==> src/nuf_pkg.sv <==
package nuf_pkg;
  // ------------------------------------------------------------
  // register map (apb byte addresses)
  // ------------------------------------------------------------
  localparam logic [7:0] ADDR_CTRL     = 8'h00;
  localparam logic [7:0] ADDR_STATUS   = 8'h04;
  localparam logic [7:0] ADDR_HF       = 8'h08;
  localparam logic [7:0] ADDR_HARM     = 8'h0c;
  localparam logic [7:0] ADDR_PAUSE    = 8'h10;
  localparam logic [7:0] ADDR_CLOSE    = 8'h14;
  localparam logic [7:0] ADDR_INIT     = 8'h18;
  localparam int         CTRL_WB_BIT   = 0;
  localparam logic       CTRL_WB_RST   = 1'b1;
  localparam int         ST_FLAG_BIT   = 4;
  localparam int         ST_OK_BIT     = 5;
  localparam int         ST_TONAL_BIT  = 6;
  // ------------------------------------------------------------
  // spectrum and subband layout
  // ------------------------------------------------------------
  localparam logic [7:0] BIN_LAST      = 8'h7f;
  localparam logic [7:0] HF_FIRST_BIN  = 8'h58;
  localparam logic [4:0] SB_FIRST      = 5'h02;
  localparam logic [4:0] SB_LAST       = 5'h10;
  // ------------------------------------------------------------
  // fixed point constants (q8.8 levels, q0.16 factors, plain counts)
  // ------------------------------------------------------------
  localparam logic signed [17:0] K_HF_OLD   = 18'sh0b333;
  localparam logic signed [17:0] K_HF_NEW   = 18'sh001ec;
  localparam logic signed [15:0] HF_LOW     = 16'sh099a;
  localparam logic signed [15:0] HF_DELTA   = 16'sh0480;
  localparam logic signed [23:0] LOG_EMIN   = 24'sh00000e;
  localparam logic        [2:0]  HOLD_INIT  = 3'h6;
  localparam logic        [2:0]  HOLD_MAX   = 3'h6;
  localparam logic        [2:0]  HOLD_UP    = 3'h2;
  localparam logic        [7:0]  INI_DONE   = 8'h64;
  localparam logic        [7:0]  INI_EARLY  = 8'h0a;
  localparam logic        [16:0] CORR_EVT   = 17'h0d99a;
  localparam logic signed [16:0] E_LOW      = 17'sh00f00;
  localparam logic signed [16:0] E_JUMP     = 17'sh00700;
  localparam logic signed [16:0] E_HIGH     = 17'sh01e00;
  localparam logic signed [16:0] VAR_HIGH   = 17'sh00800;
  localparam logic signed [16:0] E_PAUSE    = 17'sh00500;
  localparam logic        [15:0] K_RATE_UP  = 16'h07ae;
  localparam logic        [15:0] K_RATE_DN  = 16'h028f;
  localparam logic signed [15:0] PAUSE_ACT  = 16'shffff;
  localparam logic signed [15:0] PAUSE_MAX  = 16'sh7fff;
  // ------------------------------------------------------------
  // bandwidth thresholds
  // ------------------------------------------------------------
  localparam logic [19:0] STA_WB   = 20'h5573_0;
  localparam logic [19:0] STA_NB   = 20'h7a12_0;
  localparam logic [15:0] CORR_WB  = 16'h6ccd;
  localparam logic [15:0] CORR_NB  = 16'h599a;
  localparam logic [15:0] RESID_WB = 16'h019a;
  localparam logic [15:0] RESID_NB = 16'h0a66;
endpackage

==> src/nuf_close_acc.sv <==
module nuf_close_acc
  import nuf_pkg::*;
(
  input  wire logic               i_mclk,
  input  wire logic               i_resetn,
  input  wire logic               i_frame_strobe,
  input  wire logic               i_use_const,
  input  wire logic               i_band_valid,
  input  wire logic        [4:0]  i_band_idx,
  input  wire logic signed [23:0] i_band_log,
  input  wire logic signed [23:0] i_noise_log,
  output logic             [27:0] o_sum
);
  logic        [27:0] sum_reg;
  logic        [27:0] sum_next;
  logic signed [24:0] diff;

  // ------------------------------------------------------------
  // subband closeness sum
  // ------------------------------------------------------------
  always_comb
  begin
    diff = 25'(i_band_log) - (i_use_const ? 25'(LOG_EMIN) : 25'(i_noise_log));
    if (diff < 0)
      diff = -diff;
    sum_next = sum_reg;
    if (i_frame_strobe)
      sum_next = '0;
    else if (i_band_valid && i_band_idx >= SB_FIRST && i_band_idx <= SB_LAST)
      sum_next = sum_reg + 28'(unsigned'(diff));
  end

  always_ff @(posedge i_mclk or negedge i_resetn)
  begin
    if (!i_resetn)
      sum_reg <= '0;
    else
      sum_reg <= sum_next;
  end

  assign o_sum = sum_reg;
endmodule

==> src/nuf_hf_acc.sv <==
module nuf_hf_acc
  import nuf_pkg::*;
(
  input  wire logic               i_mclk,
  input  wire logic               i_resetn,
  input  wire logic               i_frame_strobe,
  input  wire logic               i_bin_valid,
  input  wire logic        [7:0]  i_bin_idx,
  input  wire logic signed [15:0] i_bin_value,
  output logic signed      [21:0] o_sum
);
  logic signed [21:0] sum_reg;
  logic signed [21:0] sum_next;

  // ------------------------------------------------------------
  // sum of the top residual bins
  // ------------------------------------------------------------
  always_comb
  begin
    sum_next = sum_reg;
    if (i_frame_strobe)
      sum_next = '0;
    else if (i_bin_valid && i_bin_idx >= HF_FIRST_BIN && i_bin_idx <= BIN_LAST)
      sum_next = sum_reg + 22'(i_bin_value);
  end

  always_ff @(posedge i_mclk or negedge i_resetn)
  begin
    if (!i_resetn)
      sum_reg <= '0;
    else
      sum_reg <= sum_next;
  end

  assign o_sum = sum_reg;
endmodule

==> src/nuf_tracker.sv <==
// What this block does
// - high band level is 0.7 old plus 0.3 mean of last forty bins
// - level below 9.6 dB with flag set clears flag, stores reference
// - otherwise flag sets when level beats reference by over 4.5 dB
// - hold starts at six, plus two active, minus one inactive, within 0..6
// - thresholds chosen by wideband or narrowband setting
// - without increment the hold drops by one each frame
// - hold at zero signals noise update allowed
// - during first hundred frames closeness uses constant reference, subbands 2..16
// - after init closeness uses previous noise estimate, any bandwidth
// - harmonic counter clears on strong correlation or tonal frame, else counts
// - counter capped to one on low energy or on energy jump after the early frames
// - loud varying frames quarter the counter, minimum one
// - event rate moves toward one by 0.03 or toward zero by 0.01
// - pause counter starts at zero, goes to minus one on energy rise
// - energy back near minimum returns pause counter to zero
// - pause counter counts up last whenever nonnegative and below its maximum
// - tonal flag from correlation map sum over threshold or strong peak
//
// The placing of the registers and the APB interface to the registers were left to the implementer.
module nuf_tracker
  import nuf_pkg::*;
(
  input  wire logic               i_mclk,
  input  wire logic               i_resetn,
  input  wire logic               i_psel,
  input  wire logic               i_penable,
  input  wire logic               i_pwrite,
  input  wire logic        [7:0]  i_paddr,
  input  wire logic        [31:0] i_pwdata,
  output logic                    o_pready,
  output logic             [31:0] o_prdata,
  output logic                    o_pslverr,
  input  wire logic               i_frame_strobe,
  input  wire logic               i_active_frame,
  input  wire logic               i_bin_valid,
  input  wire logic        [7:0]  i_bin_idx,
  input  wire logic signed [15:0] i_bin_value,
  input  wire logic               i_band_valid,
  input  wire logic        [4:0]  i_band_idx,
  input  wire logic signed [23:0] i_band_log,
  input  wire logic signed [23:0] i_noise_log,
  input  wire logic        [15:0] i_corr_norm0,
  input  wire logic        [15:0] i_corr_norm1,
  input  wire logic signed [15:0] i_corr_map_sum,
  input  wire logic signed [15:0] i_tonal_threshold,
  input  wire logic               i_strong_peak,
  input  wire logic signed [15:0] i_frame_energy,
  input  wire logic signed [15:0] i_long_term_energy,
  input  wire logic signed [15:0] i_energy_variance,
  input  wire logic signed [15:0] i_long_term_min_energy,
  output logic signed      [15:0] o_hf_dynamic_level,
  output logic                    o_hf_range_flag,
  output logic             [2:0]  o_hold_state,
  output logic                    o_noise_update_ok,
  output logic             [19:0] o_stationarity_threshold,
  output logic             [15:0] o_correlation_threshold,
  output logic             [15:0] o_residual_threshold,
  output logic             [27:0] o_closeness,
  output logic             [15:0] o_harmonic_count,
  output logic             [15:0] o_harmonic_event_rate,
  output logic signed      [15:0] o_pause_counter
);
  logic signed [21:0] hf_sum;
  logic        [27:0] close_sum;
  logic signed [15:0] hf_reg,    hf_next,    ref_reg,   ref_next;
  logic               flag_reg,  flag_next,  tonal_reg, tonal_next;
  logic        [2:0]  hold_reg,  hold_next;
  logic        [7:0]  ini_reg,   ini_next;
  logic        [15:0] harm_reg,  harm_next,  rate_reg,  rate_next;
  logic signed [15:0] pause_reg, pause_next;
  logic        [27:0] close_reg, close_next;
  logic               wb_reg,    wb_next,    ok_reg,    ok_next;
  logic        [19:0] sta_reg,   sta_next;
  logic        [15:0] corr_reg,  corr_next,  resid_reg, resid_next;
  logic               rdy_reg,   rdy_next,   err_reg,   err_next;
  logic        [31:0] rd_reg,    rd_next;
  logic signed [39:0] hf_prod;
  logic signed [16:0] d_lt,      d_min,      e_ext;
  logic        [31:0] rate_prod;
  logic               harm_evt,  ini_lt;

  // ------------------------------------------------------------
  // helpers
  // ------------------------------------------------------------
  function automatic logic [15:0] sat_inc16(input logic [15:0] v);
    sat_inc16 = (v == 16'hffff) ? v : v + 16'h0001;
  endfunction

  function automatic logic addr_ok(input logic [7:0] a);
    addr_ok = (a == ADDR_CTRL) || (a == ADDR_STATUS) || (a == ADDR_HF)
           || (a == ADDR_HARM) || (a == ADDR_PAUSE) || (a == ADDR_CLOSE)
           || (a == ADDR_INIT);
  endfunction

  // ------------------------------------------------------------
  // stream accumulators
  // ------------------------------------------------------------
  assign ini_lt = ini_reg < INI_DONE;

  nuf_hf_acc u_hf_acc (
    .i_mclk         (i_mclk),
    .i_resetn       (i_resetn),
    .i_frame_strobe (i_frame_strobe),
    .i_bin_valid    (i_bin_valid),
    .i_bin_idx      (i_bin_idx),
    .i_bin_value    (i_bin_value),
    .o_sum          (hf_sum)
  );

  nuf_close_acc u_close_acc (
    .i_mclk         (i_mclk),
    .i_resetn       (i_resetn),
    .i_frame_strobe (i_frame_strobe),
    .i_use_const    (ini_lt),
    .i_band_valid   (i_band_valid),
    .i_band_idx     (i_band_idx),
    .i_band_log     (i_band_log),
    .i_noise_log    (i_noise_log),
    .o_sum          (close_sum)
  );

  // ------------------------------------------------------------
  // per frame state
  // ------------------------------------------------------------
  always_comb
  begin
    hf_next    = hf_reg;
    ref_next   = ref_reg;
    flag_next  = flag_reg;
    tonal_next = tonal_reg;
    hold_next  = hold_reg;
    ini_next   = ini_reg;
    harm_next  = harm_reg;
    rate_next  = rate_reg;
    pause_next = pause_reg;
    close_next = close_reg;
    e_ext      = 17'(i_frame_energy);
    d_lt       = e_ext - 17'(i_long_term_energy);
    d_min      = e_ext - 17'(i_long_term_min_energy);
    hf_prod    = 40'(hf_reg) * 40'(K_HF_OLD) + 40'(hf_sum) * 40'(K_HF_NEW);
    harm_evt   = (i_corr_map_sum > i_tonal_threshold) || i_strong_peak;
    rate_prod  = '0;
    if (i_frame_strobe)
    begin
      hf_next    = hf_prod[31:16];
      tonal_next = harm_evt;
      if (hf_next < HF_LOW && flag_reg)
      begin
        flag_next = 1'b0;
        ref_next  = hf_next;
      end
      else if (17'(hf_next) - 17'(ref_reg) > 17'(HF_DELTA))
        flag_next = 1'b1;
      if (i_active_frame)
        hold_next = (hold_reg > HOLD_MAX - HOLD_UP) ? HOLD_MAX : hold_reg + HOLD_UP;
      else if (hold_reg != 3'h0)
        hold_next = hold_reg - 3'h1;
      close_next = close_sum;
      ini_next   = (ini_reg == 8'hff) ? ini_reg : ini_reg + 8'h01;
      if (17'(i_corr_norm0) + 17'(i_corr_norm1) > CORR_EVT || harm_evt)
        harm_next = '0;
      else
        harm_next = sat_inc16(harm_reg);
      if (harm_next > 16'h0001
          && (e_ext < E_LOW || (ini_reg > INI_EARLY && d_lt > E_JUMP)))
        harm_next = 16'h0001;
      if (harm_next > 16'h0001 && e_ext > E_HIGH && 17'(i_energy_variance) > VAR_HIGH)
        harm_next = (harm_next < 16'h0004) ? 16'h0001 : harm_next >> 2;
      if (harm_next == 16'h0000)
      begin
        rate_prod = 32'(16'hffff - rate_reg) * 32'(K_RATE_UP);
        rate_next = rate_reg + rate_prod[31:16];
      end
      else
      begin
        rate_prod = 32'(rate_reg) * 32'(K_RATE_DN);
        rate_next = rate_reg - rate_prod[31:16];
      end
      if (pause_next >= 0 && d_min > E_PAUSE)
        pause_next = PAUSE_ACT;
      if (pause_next == PAUSE_ACT && d_min < E_PAUSE)
        pause_next = '0;
      if (pause_next >= 0 && pause_next != PAUSE_MAX)
        pause_next = pause_next + 16'sh0001;
    end
    ok_next = (hold_next == 3'h0);
  end

  always_ff @(posedge i_mclk or negedge i_resetn)
  begin
    if (!i_resetn)
    begin
      hf_reg    <= '0;
      ref_reg   <= '0;
      flag_reg  <= 1'b0;
      tonal_reg <= 1'b0;
      hold_reg  <= HOLD_INIT;
      ok_reg    <= 1'b0;
      ini_reg   <= '0;
      harm_reg  <= '0;
      rate_reg  <= '0;
      pause_reg <= '0;
      close_reg <= '0;
    end
    else
    begin
      hf_reg    <= hf_next;
      ref_reg   <= ref_next;
      flag_reg  <= flag_next;
      tonal_reg <= tonal_next;
      hold_reg  <= hold_next;
      ok_reg    <= ok_next;
      ini_reg   <= ini_next;
      harm_reg  <= harm_next;
      rate_reg  <= rate_next;
      pause_reg <= pause_next;
      close_reg <= close_next;
    end
  end

  // ------------------------------------------------------------
  // apb slave and thresholds
  // ------------------------------------------------------------
  always_comb
  begin
    wb_next  = wb_reg;
    rdy_next = i_psel && !i_penable;
    err_next = i_psel && !i_penable && !addr_ok(i_paddr);
    rd_next  = rd_reg;
    if (i_psel && i_penable && rdy_reg && i_pwrite && i_paddr == ADDR_CTRL)
      wb_next = i_pwdata[CTRL_WB_BIT];
    if (i_psel && !i_penable)
    begin
      rd_next = '0;
      if (!i_pwrite)
        case (i_paddr)
          ADDR_CTRL:   rd_next[CTRL_WB_BIT] = wb_reg;
          ADDR_STATUS:
          begin
            rd_next[2:0]          = hold_reg;
            rd_next[ST_FLAG_BIT]  = flag_reg;
            rd_next[ST_OK_BIT]    = ok_reg;
            rd_next[ST_TONAL_BIT] = tonal_reg;
          end
          ADDR_HF:     rd_next = {ref_reg, hf_reg};
          ADDR_HARM:   rd_next = {rate_reg, harm_reg};
          ADDR_PAUSE:  rd_next = 32'(pause_reg);
          ADDR_CLOSE:  rd_next = 32'(close_reg);
          ADDR_INIT:   rd_next = 32'(ini_reg);
          default:     rd_next = '0;
        endcase
    end
    sta_next   = wb_reg ? STA_WB : STA_NB;
    corr_next  = wb_reg ? CORR_WB : CORR_NB;
    resid_next = wb_reg ? RESID_WB : RESID_NB;
  end

  always_ff @(posedge i_mclk or negedge i_resetn)
  begin
    if (!i_resetn)
    begin
      wb_reg    <= CTRL_WB_RST;
      rdy_reg   <= 1'b0;
      err_reg   <= 1'b0;
      rd_reg    <= '0;
      sta_reg   <= STA_WB;
      corr_reg  <= CORR_WB;
      resid_reg <= RESID_WB;
    end
    else
    begin
      wb_reg    <= wb_next;
      rdy_reg   <= rdy_next;
      err_reg   <= err_next;
      rd_reg    <= rd_next;
      sta_reg   <= sta_next;
      corr_reg  <= corr_next;
      resid_reg <= resid_next;
    end
  end

  assign o_pready                 = rdy_reg;
  assign o_pslverr                = err_reg;
  assign o_prdata                 = rd_reg;
  assign o_hf_dynamic_level       = hf_reg;
  assign o_hf_range_flag          = flag_reg;
  assign o_hold_state             = hold_reg;
  assign o_noise_update_ok        = ok_reg;
  assign o_stationarity_threshold = sta_reg;
  assign o_correlation_threshold  = corr_reg;
  assign o_residual_threshold     = resid_reg;
  assign o_closeness              = close_reg;
  assign o_harmonic_count         = harm_reg;
  assign o_harmonic_event_rate    = rate_reg;
  assign o_pause_counter          = pause_reg;
endmodule

==> config.mk <==
export PLATFORM = sky130hd
export DESIGN_NAME = nuf_tracker
export DESIGN_NICKNAME = d
export VERILOG_FILES = /design/src/nuf_pkg.sv /design/src/nuf_close_acc.sv /design/src/nuf_hf_acc.sv /design/src/nuf_tracker.sv
export SDC_FILE = /design/constraint.sdc
export NUM_CORES = 2
export LEC_CHECK = 0
export ABC_AREA = 1
export BUFFER_PORTS_ARGS = -buffer_cell sky130_fd_sc_hd__buf_2
export CORE_MARGIN = 2
export CORE_UTILIZATION = 55
export CTS_CLUSTER_SIZE = 10
export DETAILED_ROUTE_END_ITERATION = 12
export GPL_TIMING_DRIVEN = 0
export HOLD_SLACK_MARGIN = 0.03
export PLACE_DENSITY_LB_ADDON = 0.2
export REMOVE_ABC_BUFFERS = 1
export SYNTH_ARGS = -nofsm -noshare
export SYNTH_HDL_FRONTEND = slang
export SYNTH_HIERARCHICAL = 1
export SYNTH_SLANG_ARGS = --single-unit
==> constraint.sdc <==
create_clock -name i_mclk -period 12.9 [get_ports i_mclk]
set_input_delay 1.29 -clock i_mclk [delete_from_list [all_inputs] [get_ports i_mclk]]
set_output_delay 1.29 -clock i_mclk [all_outputs]
set_load 0.01 [all_outputs]
### Word level (Yosys, flattened, before mapping)

Index checks and enable logic that the tools add are counted.

* output and inout port bits: 183
* logic and storage cells: 149
* bits in registers: 253
* bits of input ports: 255

* muxes and demuxes: 35
* bitwise logic cells: 1
* order comparisons: 23
* reduce and logical (&&, ||, !) cells: 39
* equal/unequal tests: 10
* $add $sub $neg: 17
* multipliers: 4

Operators by type and width (number)
* $mux 16: 13
* $pmux 25 s5: 1
* $mux 28: 2
* $gt 17x12->1 const B: 3
* $sub 16x16->17: 3
* $mux 25: 2
* $mux 22: 2
* $add 32x32->32: 1
* $ge 16x1->1 const B: 2
* $gt 16x1->1 const B: 2
* $lt 16x13->1 const B: 2
* $mul 16x17->32 const B: 1
* $mul 32x10->31 const B: 1
* $mux 32: 1
* $mul 22x8->30 const B: 1
* $add 28x25->28: 1
* $mux 14: 2
* $mul 16x10->26 const B: 1
* $lt 25x1->1 const B: 1
* $neg 25->25: 1
* $sub 24x25->25: 1
* $eq 8x5->1 const B: 3
* $add 22x16->22: 1
* $logic_and 1x1->1: 18
* 45 further kinds: 63

### Longest topological paths before layout

* depth after elaboration: 16
* mapped depth: 54

### Modules after synthesis

The synthesis kept the hierarchy.

By module, submodules not included
* nuf_tracker: instances 1, area an instance 28830.2 µm², cells each 3648
* nuf_close_acc: instances 1, area an instance 5233.8 µm², cells each 920
* nuf_hf_acc: instances 1, area an instance 2354.8 µm², cells each 390

### Worst setup path before layout

Ideal clock, no wire load.

* kind: reg-to-reg
* start point: register u_hf_acc.sum_reg[5], in the netlist u_hf_acc/o_sum[5]
* end point: register flag_reg, in the netlist o_hf_range_flag
* setup time: 133 ps
* cell stages (with the launch flop): 50
* data arrival time: 9378 ps
* slack: 3389 ps
* cells stage by stage: dfrtp_1 ha_1 inv_1 fa_1 inv_1 fa_1 inv_1 fa_1 inv_1 ha_1 a21oi_1 o21ai_1 nand2_1 nand2_1 a21oi_1 o21ai_1 xnor2_1 fa_1 [14 not listed] nand2_1 inv_1 ha_1 nand2_1 o21ai_0 a21oi_1 o21ai_0 a21oi_1 o21bai_1 a21oi_1 o21ai_0 nand2_1 a21oi_1 nand3_1 nor3_1 nor2_1 nor2_1 a21oi_1

* longest elaborated chain between the ends: 6
* elaborated cells between the ends (all ways): 9

Ends and longest elaborated chain
* start: declaration: RTL line nuf_hf_acc.sv:12 `logic signed [21:0] sum_reg;`
* start signal: assignment: RTL line nuf_hf_acc.sv:32 `sum_reg <= sum_next;`
* $mul 22x8->30 *: RTL line nuf_tracker.sv:141 `hf_prod = 40'(hf_reg) * 40'(K_HF_OLD) + 40'(hf_sum) * 40'(K_HF_NEW);`
* $add 32x32->32 *: RTL line nuf_tracker.sv:141
* named net hf_prod[18]: RTL line nuf_tracker.sv:78 `logic signed [39:0] hf_prod;`
* $sub 16x16->17 / $lt 16x13->1 (equally long branches): RTL line nuf_tracker.sv:153, nuf_tracker.sv:148
* $gt 17x12->1 / $logic_and 1x1->1 (equally long branches): RTL line nuf_tracker.sv:153, nuf_tracker.sv:148
* $reduce_bool 2->1 (no line)
* $reduce_and 2->1 (no line)
* end signal: assignment: RTL line nuf_tracker.sv:210 `flag_reg <= flag_next;`
* end: declaration: RTL line nuf_tracker.sv:67 `logic flag_reg, flag_next, tonal_reg, tonal_next;`

The timed path passes the listed nets; every way through them passes the cells marked *.
A chain may end at the register's enable or synchronous reset.

### Final worst setup path

* start point: register u_hf_acc.sum_reg[1], in the netlist u_hf_acc/o_sum[1]
* end point: register flag_reg, in the netlist o_hf_range_flag

Same word-level chain as after synthesis.

==> results.toml <==
[cts]
clock_path_buffers = 3
cts_hold_buf = 0
cts_resized = 0
post_cts_buffers = 0
cts_tree = "yes"
root_buffer = "clkbuf_16"
htreeDepth = 1
path_clk_slew_ns = 0.06
clk_latency_ns = 0.59
clock-sinks = 209
numCtsBuffers = 28

[cells_and_area]
drive_gt1_frac = 0.114
final-seq-area_sq_um = 5240
multi_input_comb_area_sq_um = 26900
fill_cells = 6144
antennaDiodeCount = 0
layout.nets = 6389
largest_reg_flops = 32
area_delta_synth_final_pct = 9.27

[routing]
vias = 33200
post_drt_via_cell_ratio = 5.38
drt-wirelength-per-cell_um = 17.0
drcViolationCount = 0
antenna_left = 0
finalWirelength_um = 104000
drtIter0Drc = 2136
drt-pass1-iter-count = 6

[floorplan]
die_h_um = 261
dieArea_sq_um = 68300
core_area_sq_um = 65600
fp.dieW_um = 261
initial_core_util = 0.555
io-pin-count = 438
num_rows = 94

[grt]
grt_pass1_vias = 31500
overflow = 0
grt_start_max_net_pins = 119
grt_usage = 0.305
grt_pass1_wl_um = 165000
antenna_found_initial = 2

[timing]
rsz0062_at_grt = "false"
hold_viol = 0
worstMarginPinSlew_ns = 1.24
skew_ns = 0.0310
finalMaxSlewViolations = 0
min_period_ns = 10.75
setup_tns_ns = 0
maxSlewHeadroom = 0.164
fmax_ghz = 0.0931
setup_viol = 0
finalCritPeriodShare = 0.833

[setup_path]
cp.required_ns = 13.35
worst_setup_path_end_kind = "flop"
startpoint_type = "flop"
crit_buf_inv = 5
worst-path-max-fanout = 5
slowest_delay_ns = 0.55
crit_top_cell = "fa_1"
crit_type = "reg2reg"
slowest_stage = "fa_1"
crit_family = "adder cells"
crit_arrival_ns = 11.20

[place]
place.gp.congestion = 0.949
place_hpwl_um = 87100
io_buffers = 377

[yosys]
synthesis.instances = 4958
synth.distinct_cells = 70
synth_area_leaders = "ha_1 (19%), fa_1 (16%), dfrtp_1 (14%), nand2_1 (12%), inv_1 (9.8%)"
synth.most_common_cell = "nand2_1"
ys_seq_area_frac = 0.144
yosys.area.top_type_share = 0.191
ys_top_cells_by_count = "nand2_1 (1,150), inv_1 (950), ha_1 (555)"
avgSynthCellArea_sq_um = 7.35
ys_ff_latch = 209
synthArstFlopShare = 1.00
yosys_warnings = 6
synth_edf_count = 0
synth_largest_area_cell = "ha_1"
synth_area_sq_um = 36400
ys.flop_type = "dfrtp_1"

[worst_hold_path]
hold_class = "reg2reg"

[flow_run]
max_cap_violations = 0

[run_status]
status = "finished clean"
-- path summary, 6_finish.rpt --
check	start	slack, ns	cells after the start	endpoint
max in group asynchronous	i_resetn	10.98	2	o_harmonic_event_rate[5]
min in group asynchronous	i_resetn	0.72	1	u_hf_acc/o_sum[4]
hold reg to reg	wb_reg	0.42	0	o_correlation_threshold[10]
hold / removal	wb_reg	0.42	0	o_correlation_threshold[10]
setup reg to reg	u_hf_acc/o_sum[1]	2.15	46	o_hf_range_flag
setup / recovery	u_hf_acc/o_sum[1]	2.15	46	o_hf_range_flag
-- kinds of logic after synthesis --
group | Yosys count | synth area share
AND/OR/NAND/NOR | 1952 | 0.233
buffers and inverters | 1098 | 0.121
adder cells (fa/ha/maj) | 853 | 0.354
AO/OA/AOI/OAI | 685 | 0.109
flip-flops | 209 | 0.144
XOR/XNOR | 155 | 0.0373
multiplexers | 4 | 0.00110
other | 2 | 0.000206
-- metal layers --
metal / part of all wire / vias up / GRT usage
li1: - / 16400 / -
met1: 0.44 / 15600 / 0.410
met2: 0.46 / 983 / 0.508
met3: 0.066 / 143 / 0.0472
met4: 0.032 / 2 / 0.0917
met5: 0.00013 / - / 0
-- worst register-to-register path: cells and delay by family (launching register included) --
family                     cells  cell delay, ns
AOI/OAI and AO/OA             15            2.36
xor gates and xnor gates       2            0.57
adders and majority gates     12            5.25
buffers and inverters          5            0.25
DFF                            1            0.45
and+or+nand+nor               12            1.74
-- cells in the final DEF, fill, tap and decap left out, drive strengths merged, types with 205 or more instances in the layout --
cell	count
nand2	1207
buf	381
dfrtp	205
o21ai	243
ha	555
inv	979
nor2	327
fa	298
nand3	241
a21oi	265
-- through the flow --
step	cells	utilization	worst slack [ns]	cell area (sq um)	hold WS (ns)
final	6164	0.606	2.15	39800	0.419
after detailed placement	6114	0.592	2.20	38900	0.418
after floorplan	4870	-	3.39	35800	0.361
after CTS	6163	0.606	2.17	39800	0.424
after global placement	6111	0.591	2.31	38800	0.412
after global routing	6164	0.606	1.31	39800	0.424
-- layout make-up --
cell class                 instances  share of cell area
timing repair buffer             381              0.0500
inverter                         986              0.0932
clock inverter                     8             0.00236
tap                              864              0.0272
sequential                       209               0.132
clock buffer                      41              0.0206
multi-input combinational       3675               0.675
Power is left out: the tool's default activity adds up to more than one toggle a clock period on the data nets, which glitch-free logic cannot reach.
